[config.mk]
export PLATFORM = sky130hd
export DESIGN_NAME = pin_cfg_loader
export DESIGN_NICKNAME = d
export VERILOG_FILES = /design/src/core/pin_cfg_pkg.sv /design/src/core/pin_sense_if.sv /design/src/core/pin_class_decoder.sv /design/src/core/pin_cfg_loader.sv
export SDC_FILE = /design/constraint.sdc
export NUM_CORES = 1
export LEC_CHECK = 0
export ABC_AREA = 1
export BUFFER_PORTS_ARGS = -buffer_cell sky130_fd_sc_hd__buf_2
export CORE_ASPECT_RATIO = 2
export CORE_MARGIN = 3
export CORE_UTILIZATION = 50
export CTS_CLUSTER_DIAMETER = 150
export DETAILED_ROUTE_END_ITERATION = 10
export GPL_TIMING_DRIVEN = 0
export PLACE_DENSITY = 0.67
export SETUP_SLACK_MARGIN = 0.3
export SLEW_MARGIN = 20
export SYNTH_ARGS = -nofsm -noshare
export SYNTH_HDL_FRONTEND = slang
export SYNTH_SLANG_ARGS = --single-unit
export TNS_END_PERCENT = 100
[constraint.sdc]
create_clock -name clk_i -period 8.06 [get_ports clk_i]
set_input_delay 0.806 -clock clk_i [delete_from_list [all_inputs] [get_ports clk_i]]
set_output_delay 0.806 -clock clk_i [all_outputs]
set_load 0.005 [all_outputs]
[src/core/pin_cfg_pkg.sv]
// Constants, encodings and lookup tables for the configuration pin loader
package pin_cfg_pkg;

  // ----------------------------------------------------------------
  // Pin classes and settings
  // ----------------------------------------------------------------
  localparam logic [1:0] CLS_LOW   = 2'h0;
  localparam logic [1:0] CLS_OPEN  = 2'h1;
  localparam logic [1:0] CLS_HIGH  = 2'h2;
  localparam logic [1:0] CLS_RES   = 2'h3;
  localparam int         NUM_CLASS = 4;
  localparam int         NUM_STRAP = 3;
  localparam int         NUM_RES   = 31;
  localparam int         CLS_W     = 2;
  localparam int         RES_W     = 5;
  localparam int         SEL_W     = 6;
  localparam logic [4:0] RES_TOP   = 5'h1e;
  localparam logic [5:0] SEL_RES0  = 6'h03;

  // ----------------------------------------------------------------
  // Pin roles and host index map
  // ----------------------------------------------------------------
  localparam int         PIN_ADDR   = 0;
  localparam int         PIN_LEVEL  = 1;
  localparam int         NUM_PINS   = 4;
  localparam int         NUM_MON    = 4;
  localparam int         IDX_W      = 4;
  localparam int         DATA_W     = 16;
  localparam logic [3:0] IDX_ADDR   = 4'h4;
  localparam logic [3:0] IDX_CEIL   = 4'h5;
  localparam logic [3:0] IDX_LIM0   = 4'h6;
  localparam logic [6:0] ADDR_BASE  = 7'h20;  // Arbitrary base bus address

  // ----------------------------------------------------------------
  // Output levels in millivolts
  // ----------------------------------------------------------------
  localparam int MV_W     = 13;
  localparam int CEIL_W   = 14;
  localparam int CEIL_DIV = 10;
  localparam logic [12:0] STRAP_MV [NUM_STRAP] = '{13'd1200, 13'd1500, 13'd3300};
  localparam logic [12:0] RES_MV [NUM_RES] = '{
    13'd600,  13'd700,  13'd750,  13'd800,  13'd900,  13'd1000, 13'd1100, 13'd1200,
    13'd1250, 13'd1300, 13'd1400, 13'd1500, 13'd1600, 13'd1700, 13'd1800, 13'd1900,
    13'd2000, 13'd2100, 13'd2200, 13'd2300, 13'd2400, 13'd2500, 13'd2600, 13'd2700,
    13'd2800, 13'd2900, 13'd3000, 13'd3100, 13'd3200, 13'd3300, 13'd5000};

  // ----------------------------------------------------------------
  // Timing
  // ----------------------------------------------------------------
  localparam int CLK_MHZ       = 25;
  localparam int CHECK_TIME_US = 5000;
  localparam int CHECK_CYCLES  = CHECK_TIME_US * CLK_MHZ;
  localparam int CNT_W         = 24;

  typedef enum logic [1:0] {
    ST_CHECK,
    ST_SAMPLE,
    ST_READY
  } load_state_e;

  function automatic logic [12:0] level_mv(input logic [5:0] sel);
    if (sel < SEL_RES0) begin
      level_mv = STRAP_MV[sel[1:0]];
    end else begin
      level_mv = RES_MV[5'(sel - SEL_RES0)];
    end
  endfunction : level_mv

endpackage : pin_cfg_pkg

[src/core/pin_sense_if.sv]
// Carrier between the pin sampler and the pin class decoder
`timescale 1ns/1ps
interface pin_sense_if #(
  parameter int N = pin_cfg_pkg::NUM_PINS
);
  logic [N-1:0][pin_cfg_pkg::CLS_W-1:0] cls;
  logic [N-1:0][pin_cfg_pkg::RES_W-1:0] res;
  logic [N-1:0][pin_cfg_pkg::SEL_W-1:0] sel;

  modport src (output cls, output res, input  sel);
  modport dec (input  cls, input  res, output sel);
endinterface : pin_sense_if

[src/core/pin_class_decoder.sv]
// Maps each sensed pin class and resistor code onto a setting index
`timescale 1ns/1ps
module pin_class_decoder #(
  parameter int N = pin_cfg_pkg::NUM_PINS
) (
  pin_sense_if.dec sense     // Sensed pins in, settings out
);

  for (genvar p = 0; p < N; p++) begin : g_pin
    always_comb begin
      if (sense.cls[p] != pin_cfg_pkg::CLS_RES) begin
        // Low, open or high pick one of three settings
        sense.sel[p] = {4'h0, sense.cls[p]};
      end else if (sense.res[p] > pin_cfg_pkg::RES_TOP) begin
        sense.sel[p] = pin_cfg_pkg::SEL_RES0 + {1'b0, pin_cfg_pkg::RES_TOP};
      end else begin
        sense.sel[p] = pin_cfg_pkg::SEL_RES0 + {1'b0, sense.res[p]};
      end
    end
  end

endmodule : pin_class_decoder

[src/core/pin_cfg_loader.sv]
// Power-up configuration pin loader with host overwrite and monitor alerts
`timescale 1ns/1ps
module pin_cfg_loader #(
  parameter int N            = pin_cfg_pkg::NUM_PINS,
  parameter int CHECK_CYCLES = pin_cfg_pkg::CHECK_CYCLES
) (
  input  wire logic                                   clk_i,          // 25 MHz clock
  input  wire logic                                   rst_i,          // Async power-on reset
  input  wire logic [N-1:0][pin_cfg_pkg::CLS_W-1:0]   pin_class_i,    // Sensed pin class
  input  wire logic [N-1:0][pin_cfg_pkg::RES_W-1:0]   pin_res_i,      // Sensed resistor code
  input  wire logic                                   enable_i,       // Enable pin
  input  wire logic                                   restore_i,      // Restore command pulse
  input  wire logic                                   cmd_valid_i,    // Host request valid
  input  wire logic                                   cmd_write_i,    // Host request is write
  input  wire logic [pin_cfg_pkg::IDX_W-1:0]          cmd_idx_i,      // Host parameter index
  input  wire logic [pin_cfg_pkg::DATA_W-1:0]         cmd_wdata_i,    // Host write data
  input  wire logic [pin_cfg_pkg::NUM_MON-1:0][pin_cfg_pkg::DATA_W-1:0] mon_i, // Monitored
  output logic                                        cmd_ready_o,    // Host request taken
  output logic                                        rsp_valid_o,    // Read data valid
  output logic [pin_cfg_pkg::DATA_W-1:0]              rsp_rdata_o,    // Read data
  output logic [N-1:0][pin_cfg_pkg::SEL_W-1:0]        setting_o,      // Working settings
  output logic [6:0]                                  address_select_pin_o, // Bus address
  output logic [pin_cfg_pkg::MV_W-1:0]                level_mv_o,     // Output level, mV
  output logic [pin_cfg_pkg::CEIL_W-1:0]              output_ceiling_limit_o, // Ceiling, mV
  output logic                                        enable_o,       // Gated enable
  output logic                                        busy_o,         // Checks in progress
  output logic                                        alert_o         // Monitor alert
);

  // ----------------------------------------------------------------
  // State
  // ----------------------------------------------------------------
  localparam int SENSE_W = pin_cfg_pkg::CLS_W + pin_cfg_pkg::RES_W;

  typedef struct packed {
    logic [N-1:0][SENSE_W-1:0]                              sync1;
    logic [N-1:0][SENSE_W-1:0]                              sync2;
    logic [1:0]                                             en_sync;
    pin_cfg_pkg::load_state_e                               st;
    logic [pin_cfg_pkg::CNT_W-1:0]                          cnt;
    logic [N-1:0][pin_cfg_pkg::SEL_W-1:0]                   set;
    logic [6:0]                                             addr;
    logic [pin_cfg_pkg::CEIL_W-1:0]                         ceil;
    logic [pin_cfg_pkg::MV_W-1:0]                           level;
    logic [pin_cfg_pkg::NUM_MON-1:0][pin_cfg_pkg::DATA_W-1:0] lim;
    logic                                                   alert;
    logic                                                   en;
    logic                                                   rsp_valid;
    logic [pin_cfg_pkg::DATA_W-1:0]                         rsp_data;
  } loader_s;

  loader_s r_r;
  loader_s r_nxt;

  pin_sense_if #(.N(N)) sense ();

  pin_class_decoder #(.N(N)) u_dec (
    .sense (sense.dec)
  );

  // ----------------------------------------------------------------
  // Pin sampling
  // ----------------------------------------------------------------
  for (genvar p = 0; p < N; p++) begin : g_sense
    assign sense.cls[p] = r_r.sync2[p][SENSE_W-1:pin_cfg_pkg::RES_W];
    assign sense.res[p] = r_r.sync2[p][pin_cfg_pkg::RES_W-1:0];
  end

  logic [pin_cfg_pkg::MV_W-1:0]      pin_mv;
  logic [6:0]                        pin_addr;
  logic [pin_cfg_pkg::CEIL_W-1:0]    pin_ceil;

  assign pin_mv   = pin_cfg_pkg::level_mv(sense.sel[pin_cfg_pkg::PIN_LEVEL]);
  assign pin_addr = pin_cfg_pkg::ADDR_BASE
                    + {1'b0, sense.sel[pin_cfg_pkg::PIN_ADDR]};
  // Ceiling is the sensed level plus a tenth, rounded down
  assign pin_ceil = {1'b0, pin_mv}
                    + {1'b0, pin_mv / pin_cfg_pkg::MV_W'(pin_cfg_pkg::CEIL_DIV)};

  // ----------------------------------------------------------------
  // Host request decode
  // ----------------------------------------------------------------
  logic                              taken;
  logic                              wr_taken;
  logic                              rd_taken;
  logic                              idx_is_pin;
  logic                              idx_is_lim;
  logic [pin_cfg_pkg::IDX_W-1:0]     lim_idx;

  assign cmd_ready_o = (r_r.st == pin_cfg_pkg::ST_READY);
  assign taken       = cmd_valid_i && cmd_ready_o;
  // Restore wins over a request in the same cycle
  assign wr_taken    = taken && cmd_write_i && !restore_i;
  assign rd_taken    = taken && !cmd_write_i && !restore_i;
  assign lim_idx     = cmd_idx_i - pin_cfg_pkg::IDX_LIM0;
  assign idx_is_pin  = (cmd_idx_i < pin_cfg_pkg::IDX_W'(N));
  assign idx_is_lim  = (cmd_idx_i >= pin_cfg_pkg::IDX_LIM0)
                       && (lim_idx < pin_cfg_pkg::IDX_W'(pin_cfg_pkg::NUM_MON));

  // ----------------------------------------------------------------
  // Monitor limits and level lookup
  // ----------------------------------------------------------------
  // Settings past the table top read as the top level
  localparam logic [pin_cfg_pkg::SEL_W-1:0] SEL_TOP =
    pin_cfg_pkg::SEL_RES0 + {1'b0, pin_cfg_pkg::RES_TOP};

  logic [pin_cfg_pkg::NUM_MON-1:0]   over;
  logic [pin_cfg_pkg::SEL_W-1:0]     level_sel;

  // Alert is a plain level, gone once all values drop back
  for (genvar m = 0; m < pin_cfg_pkg::NUM_MON; m++) begin : g_mon
    assign over[m] = (mon_i[m] > r_r.lim[m]);
  end

  assign level_sel = (r_r.set[pin_cfg_pkg::PIN_LEVEL] > SEL_TOP) ? SEL_TOP
                     : r_r.set[pin_cfg_pkg::PIN_LEVEL];

  // ----------------------------------------------------------------
  // Next state
  // ----------------------------------------------------------------
  always_comb begin
    r_nxt = r_r;
    for (int p = 0; p < N; p++) begin
      r_nxt.sync1[p] = {pin_class_i[p], pin_res_i[p]};
    end
    r_nxt.sync2 = r_r.sync1;
    r_nxt.en_sync = {r_r.en_sync[0], enable_i};
    r_nxt.rsp_valid = 1'b0;

    case (r_r.st)
      pin_cfg_pkg::ST_CHECK: begin
        if (r_r.cnt >= pin_cfg_pkg::CNT_W'(CHECK_CYCLES - 1)) begin
          r_nxt.cnt = '0;
          r_nxt.st = pin_cfg_pkg::ST_SAMPLE;
        end else begin
          r_nxt.cnt = r_r.cnt + 1'b1;
        end
      end
      pin_cfg_pkg::ST_SAMPLE: begin
        // Only place where pin values are taken
        r_nxt.set = sense.sel;
        r_nxt.addr = pin_addr;
        r_nxt.ceil = pin_ceil;
        r_nxt.st = pin_cfg_pkg::ST_READY;
      end
      pin_cfg_pkg::ST_READY: begin
        if (restore_i) begin
          r_nxt.st = pin_cfg_pkg::ST_CHECK;
          r_nxt.cnt = '0;
        end else if (wr_taken) begin
          if (idx_is_pin) begin
            // Address pin setting is pin-only
            if (cmd_idx_i != pin_cfg_pkg::IDX_W'(pin_cfg_pkg::PIN_ADDR)) begin
              r_nxt.set[cmd_idx_i] = cmd_wdata_i[pin_cfg_pkg::SEL_W-1:0];
            end
          end else if (idx_is_lim) begin
            r_nxt.lim[lim_idx[1:0]] = cmd_wdata_i;
          end
        end else if (rd_taken) begin
          r_nxt.rsp_valid = 1'b1;
          r_nxt.rsp_data = '0;
          if (idx_is_pin) begin
            r_nxt.rsp_data = {10'h000, r_r.set[cmd_idx_i]};
          end else if (cmd_idx_i == pin_cfg_pkg::IDX_ADDR) begin
            r_nxt.rsp_data = {9'h000, r_r.addr};
          end else if (cmd_idx_i == pin_cfg_pkg::IDX_CEIL) begin
            r_nxt.rsp_data = {2'h0, r_r.ceil};
          end else if (idx_is_lim) begin
            r_nxt.rsp_data = r_r.lim[lim_idx[1:0]];
          end
        end
      end
      default: begin
        r_nxt.st = pin_cfg_pkg::ST_CHECK;
        r_nxt.cnt = '0;
      end
    endcase

    // Working output level follows the level pin setting
    r_nxt.level = pin_cfg_pkg::level_mv(level_sel);
    // Enable is ignored while checks run
    r_nxt.en = r_r.en_sync[1] && (r_r.st == pin_cfg_pkg::ST_READY);
    r_nxt.alert = |over;
  end

  // ----------------------------------------------------------------
  // Registers
  // ----------------------------------------------------------------
  always_ff @(posedge clk_i or posedge rst_i) begin
    if (rst_i) begin
      r_r     <= '0;
      r_r.st  <= pin_cfg_pkg::ST_CHECK;
      r_r.lim <= '1;
    end else begin
      r_r <= r_nxt;
    end
  end

  // ----------------------------------------------------------------
  // Outputs
  // ----------------------------------------------------------------
  assign rsp_valid_o            = r_r.rsp_valid;
  assign rsp_rdata_o            = r_r.rsp_data;
  assign setting_o              = r_r.set;
  assign address_select_pin_o   = r_r.addr;
  assign level_mv_o             = r_r.level;
  assign output_ceiling_limit_o = r_r.ceil;
  assign enable_o               = r_r.en;
  assign busy_o                 = (r_r.st != pin_cfg_pkg::ST_READY);
  assign alert_o                = r_r.alert;

endmodule : pin_cfg_loader

==> summary.md <==
| Metric | Value |
|---|---|
| Synth area leaders | dfrtp_1 29%, dfstp_2 12%, nand2_1 10% |
| Main flop type after synthesis | dfrtp_1 |
| Critical path required time | 8440 ps |
| Worst vdd rail ir drop | 0.000316 V |
| Final nets | 2181 |
| Ports | 197 |
| Met2 Track Usage GR | 53.3% |
| Total grt overflow | 0 |
| Pwr/cell area | 341 nW/um2 |
| Setup violators final | 0 |
| Clk_skew | 9.23 ps |
| Global-route wire length before repair | 64700 um |
| Die span in y | 241 um |
| Fin. Hold Viols | 0 |
| Sink Count | 224 |
| CTS tree | done |
| Fmax | 138 MHz |
| Yosys top cell area share | 29.0% |
| Via/cell ratio | 5.48 |
| Post-route ant nets | 0 |
| DR vias | 12700 |
| Reg clk slew, reported paths | 60 ps |
| Number of buffers created by CTS | 21 |
| Async SR Flop Fraction | 100% |
| Avg Synthesized Cell Area | 8.07 um2 |
| Worst-Margin Slew | 1270 ps |
| Die Wd | 123 um |
| HP Class | in -> async |
| Setup crit start kind | flop |
| GR Util met3 | 2.77% |
| Final Max Slew Viols | 0 |
| Outcome | complete, no violations |
| Crit Path Class | reg -> reg |
| #FFs+latches synth | 224 |
| GP Congestion | 0.950 |
| RR Startpoint | r_r[176] |
| RSZ-0062 raised after global routing | false |
| CP max-delay cell | fa_2 |
| Cell variety after synth | 55 |
| Starting density of the core | 51.1% |
| Met1 usage in global routing | 27.8% |
| Seq/Total Area, Yosys | 41.2% |
| Syn-to-layout area delta | 19.3% |
| Syn Std Cell Area | 13800 um2 |
| CP max stage delay | 410 ps |
| Worst relative slew slack | 14.5% |
| Critical Path AT | 7630 ps |
| GR Util All Layers | 28.4% |
| Antenna diodes | 0 |
| Worst skew pair latency | 510 ps |
| Initial antenna violation count | 0 |
| Drt drc | 0 |
| CTS root buffer | clkbuf_16 |
| Largest net degree at the start of global routing | 103 |
| Fraction of layout cells with a size suffix above 1 | 25.3% |
| Crit share post-route | 89.9% |
| Crit-path most repeated cell | nand2_4 |
| DIE AREA | 29800 um2 |
| PortBufs | 195 |
| DRT Wirelength | 42800 um |
| Layout Utilization | 61.0% |
| Worst Setup End Kind | flop |
| Busiest grt layer | met2 |
| Crit path launch | r_r[176] |
| Setup TNS | 0 ps |
| Vias in the first global route | 12500 |
| Post-DP HPWL | 34600 um |
| Ys Warns | 0 |
| WL/cell | 18.4 um |
| Leak pwr | 7.96 nW |
| Leading area contributor after synthesis | dfrtp_1 |
| Cell count after synthesis | 1710 |
| # Max-Cap Violations | 0 |
| Violation count after the first detailed-route iteration | 743 |
| Worst-case clock buffer depth | 3 |
| CTS H-tree depth | 1 |
| Core area | 27000 um2 |
| Pre-antenna DRT Iters | 6 |
| EDFF count, synth | 0 |
| Worst-path maximum fanout | 7 |
| Min Tclk post-route | 7250 ps |
| Site row count | 85 |
synth_stat cells (all sizes together) (3+ instances only):
master,count
xor2,12
a22o,4
nor3,24
nor4,6
inv,242
nand2,399
a22oi,12
o211ai,11
a211oi,5
clkinv,6
o221ai,14
o31ai,6
nor3b,3
o21a,6
o32ai,6
a31oi,5
buf,75
nor2,104
nand4,24
a221oi,5
or2,5
o21ai,147
o311ai,4
o22ai,31
o2111ai,10
a21oi,58
dfstp,64
nand3,96
clkbuf,41
dfrtp,160
ha,103
xnor2,4
timing repair:
item	4_1_cts	5_1_grt
setup buffers	4	24
setup endpoints to repair	5	6
pin swaps	3	31
resized for setup	13	65
hold buffers	0	0
through the flow:
| step | instance area, um2 | cells | power, mW | hold slack, ps | setup WS [ps] |
|---|---|---|---|---|---|
| 3_3_place_gp | 15200 | 2254 | 4.16 | 332 | -1000 |
| 2_1_floorplan | 13800 | 1711 | 3.47 | 331 | 965 |
| 6_report | 16500 | 2321 | 5.62 | 320 | 814 |
| 4_1_cts | 16000 | 2297 | 5.22 | 332 | 305 |
| 5_1_grt | 16500 | 2321 | 6.06 | 346 | 258 |
| 3_5_place_dp | 15300 | 2256 | 4.21 | 335 | -286 |
cell families (layout without fill, tap and decap cells):
| kind of cell | Yosys count | count (layout) | share of synthesized area (%) |
|---|---|---|---|
| AND/OR/NAND/NOR | 664 | 664 | 21.4 |
| buffers and inverters | 364 | 626 | 12.0 |
| AO/OA/AOI/OAI | 335 | 335 | 14.8 |
| flip-flops | 224 | 224 | 41.2 |
| adder cells (fa/ha/maj) | 104 | 104 | 9.48 |
| XOR/XNOR | 16 | 16 | 1.02 |
| multiplexers | 2 | 2 | 0.163 |
| other | 1 | 2 | 0.0272 |
cells in the final DEF, fill, tap and decap left out, drive strengths merged, types with 5 or more instances in the layout:
cell type	Yosys	routed
o221ai	14	14
a221oi	5	5
or2	5	5
dfstp	64	64
a22oi	12	12
o22ai	31	31
a31oi	5	5
buf	75	300
o21a	6	6
o211ai	11	11
a211oi	5	5
ha	103	103
clkbuf	41	73
nor2	104	104
clkinv	6	7
nor3	24	24
nand4	24	24
nand3	96	96
inv	242	244
o31ai	6	6
nor4	6	6
o21ai	147	147
o2111ai	10	10
o32ai	6	6
nand2	399	399
a21oi	58	58
dfrtp	160	160
xor2	12	12
where the power goes:
group	internal, mW	switching (mW)
registers	1.33	0.180
clock network	0.569	0.418
logic	1.26	1.86
total	3.16	2.46
final timing paths:
check | endpoint | slack (ps) | cells past startpoint
worst max-delay path | output_ceiling_limit_o[11] | 810 | 67
worst min-delay path | r_nxt[191] | 320 | 2
worst max register to register | output_ceiling_limit_o[11] | 810 | 67
worst min register to register | r_r[195] | 340 | 0
max in group asynchronous | r_r[46] | 6590 | 4
min in group clk_i | r_r[195] | 340 | 0
routing by layer:
layer  part of all wire (%)  vias to the layer above
met5                      0                        -
met4                    9.4                        0
met3                    4.9                      158
met2                     53                      453
met1                     33                     5986
li1                       -                     6114
critical path: cells and delay by family, from the launching register on:
family | cells | cell delay, ps
compound gates | 6 | 660
simple gates | 45 | 3970
fa+ha+maj | 6 | 1360
flops | 1 | 380
xor+xnor | 1 | 160
buf+inv | 9 | 580
registers in the layout, indices dropped and copies added, names as in the netlist:
| register | flops |
|---|---|
| alert_o | 1 |
| level_mv_o | 12 |
| setting_o | 24 |
| r_r | 119 |
| address_select_pin_o | 7 |
| output_ceiling_limit_o | 14 |
| enable_o | 1 |
| rsp_valid_o | 1 |
| r_nxt | 29 |
| rsp_rdata_o | 16 |
area by class of cell:
type	count	area, um2
buffer	116	724
sequential	224	5690
inverter	248	946
clock buffer	32	627
tap	348	435
multi-input combinational	1123	6750
clock inverter	5	56.3
fill	2501	10500
timing repair buffer	225	1240
Power figures use the tool's default switching activity.
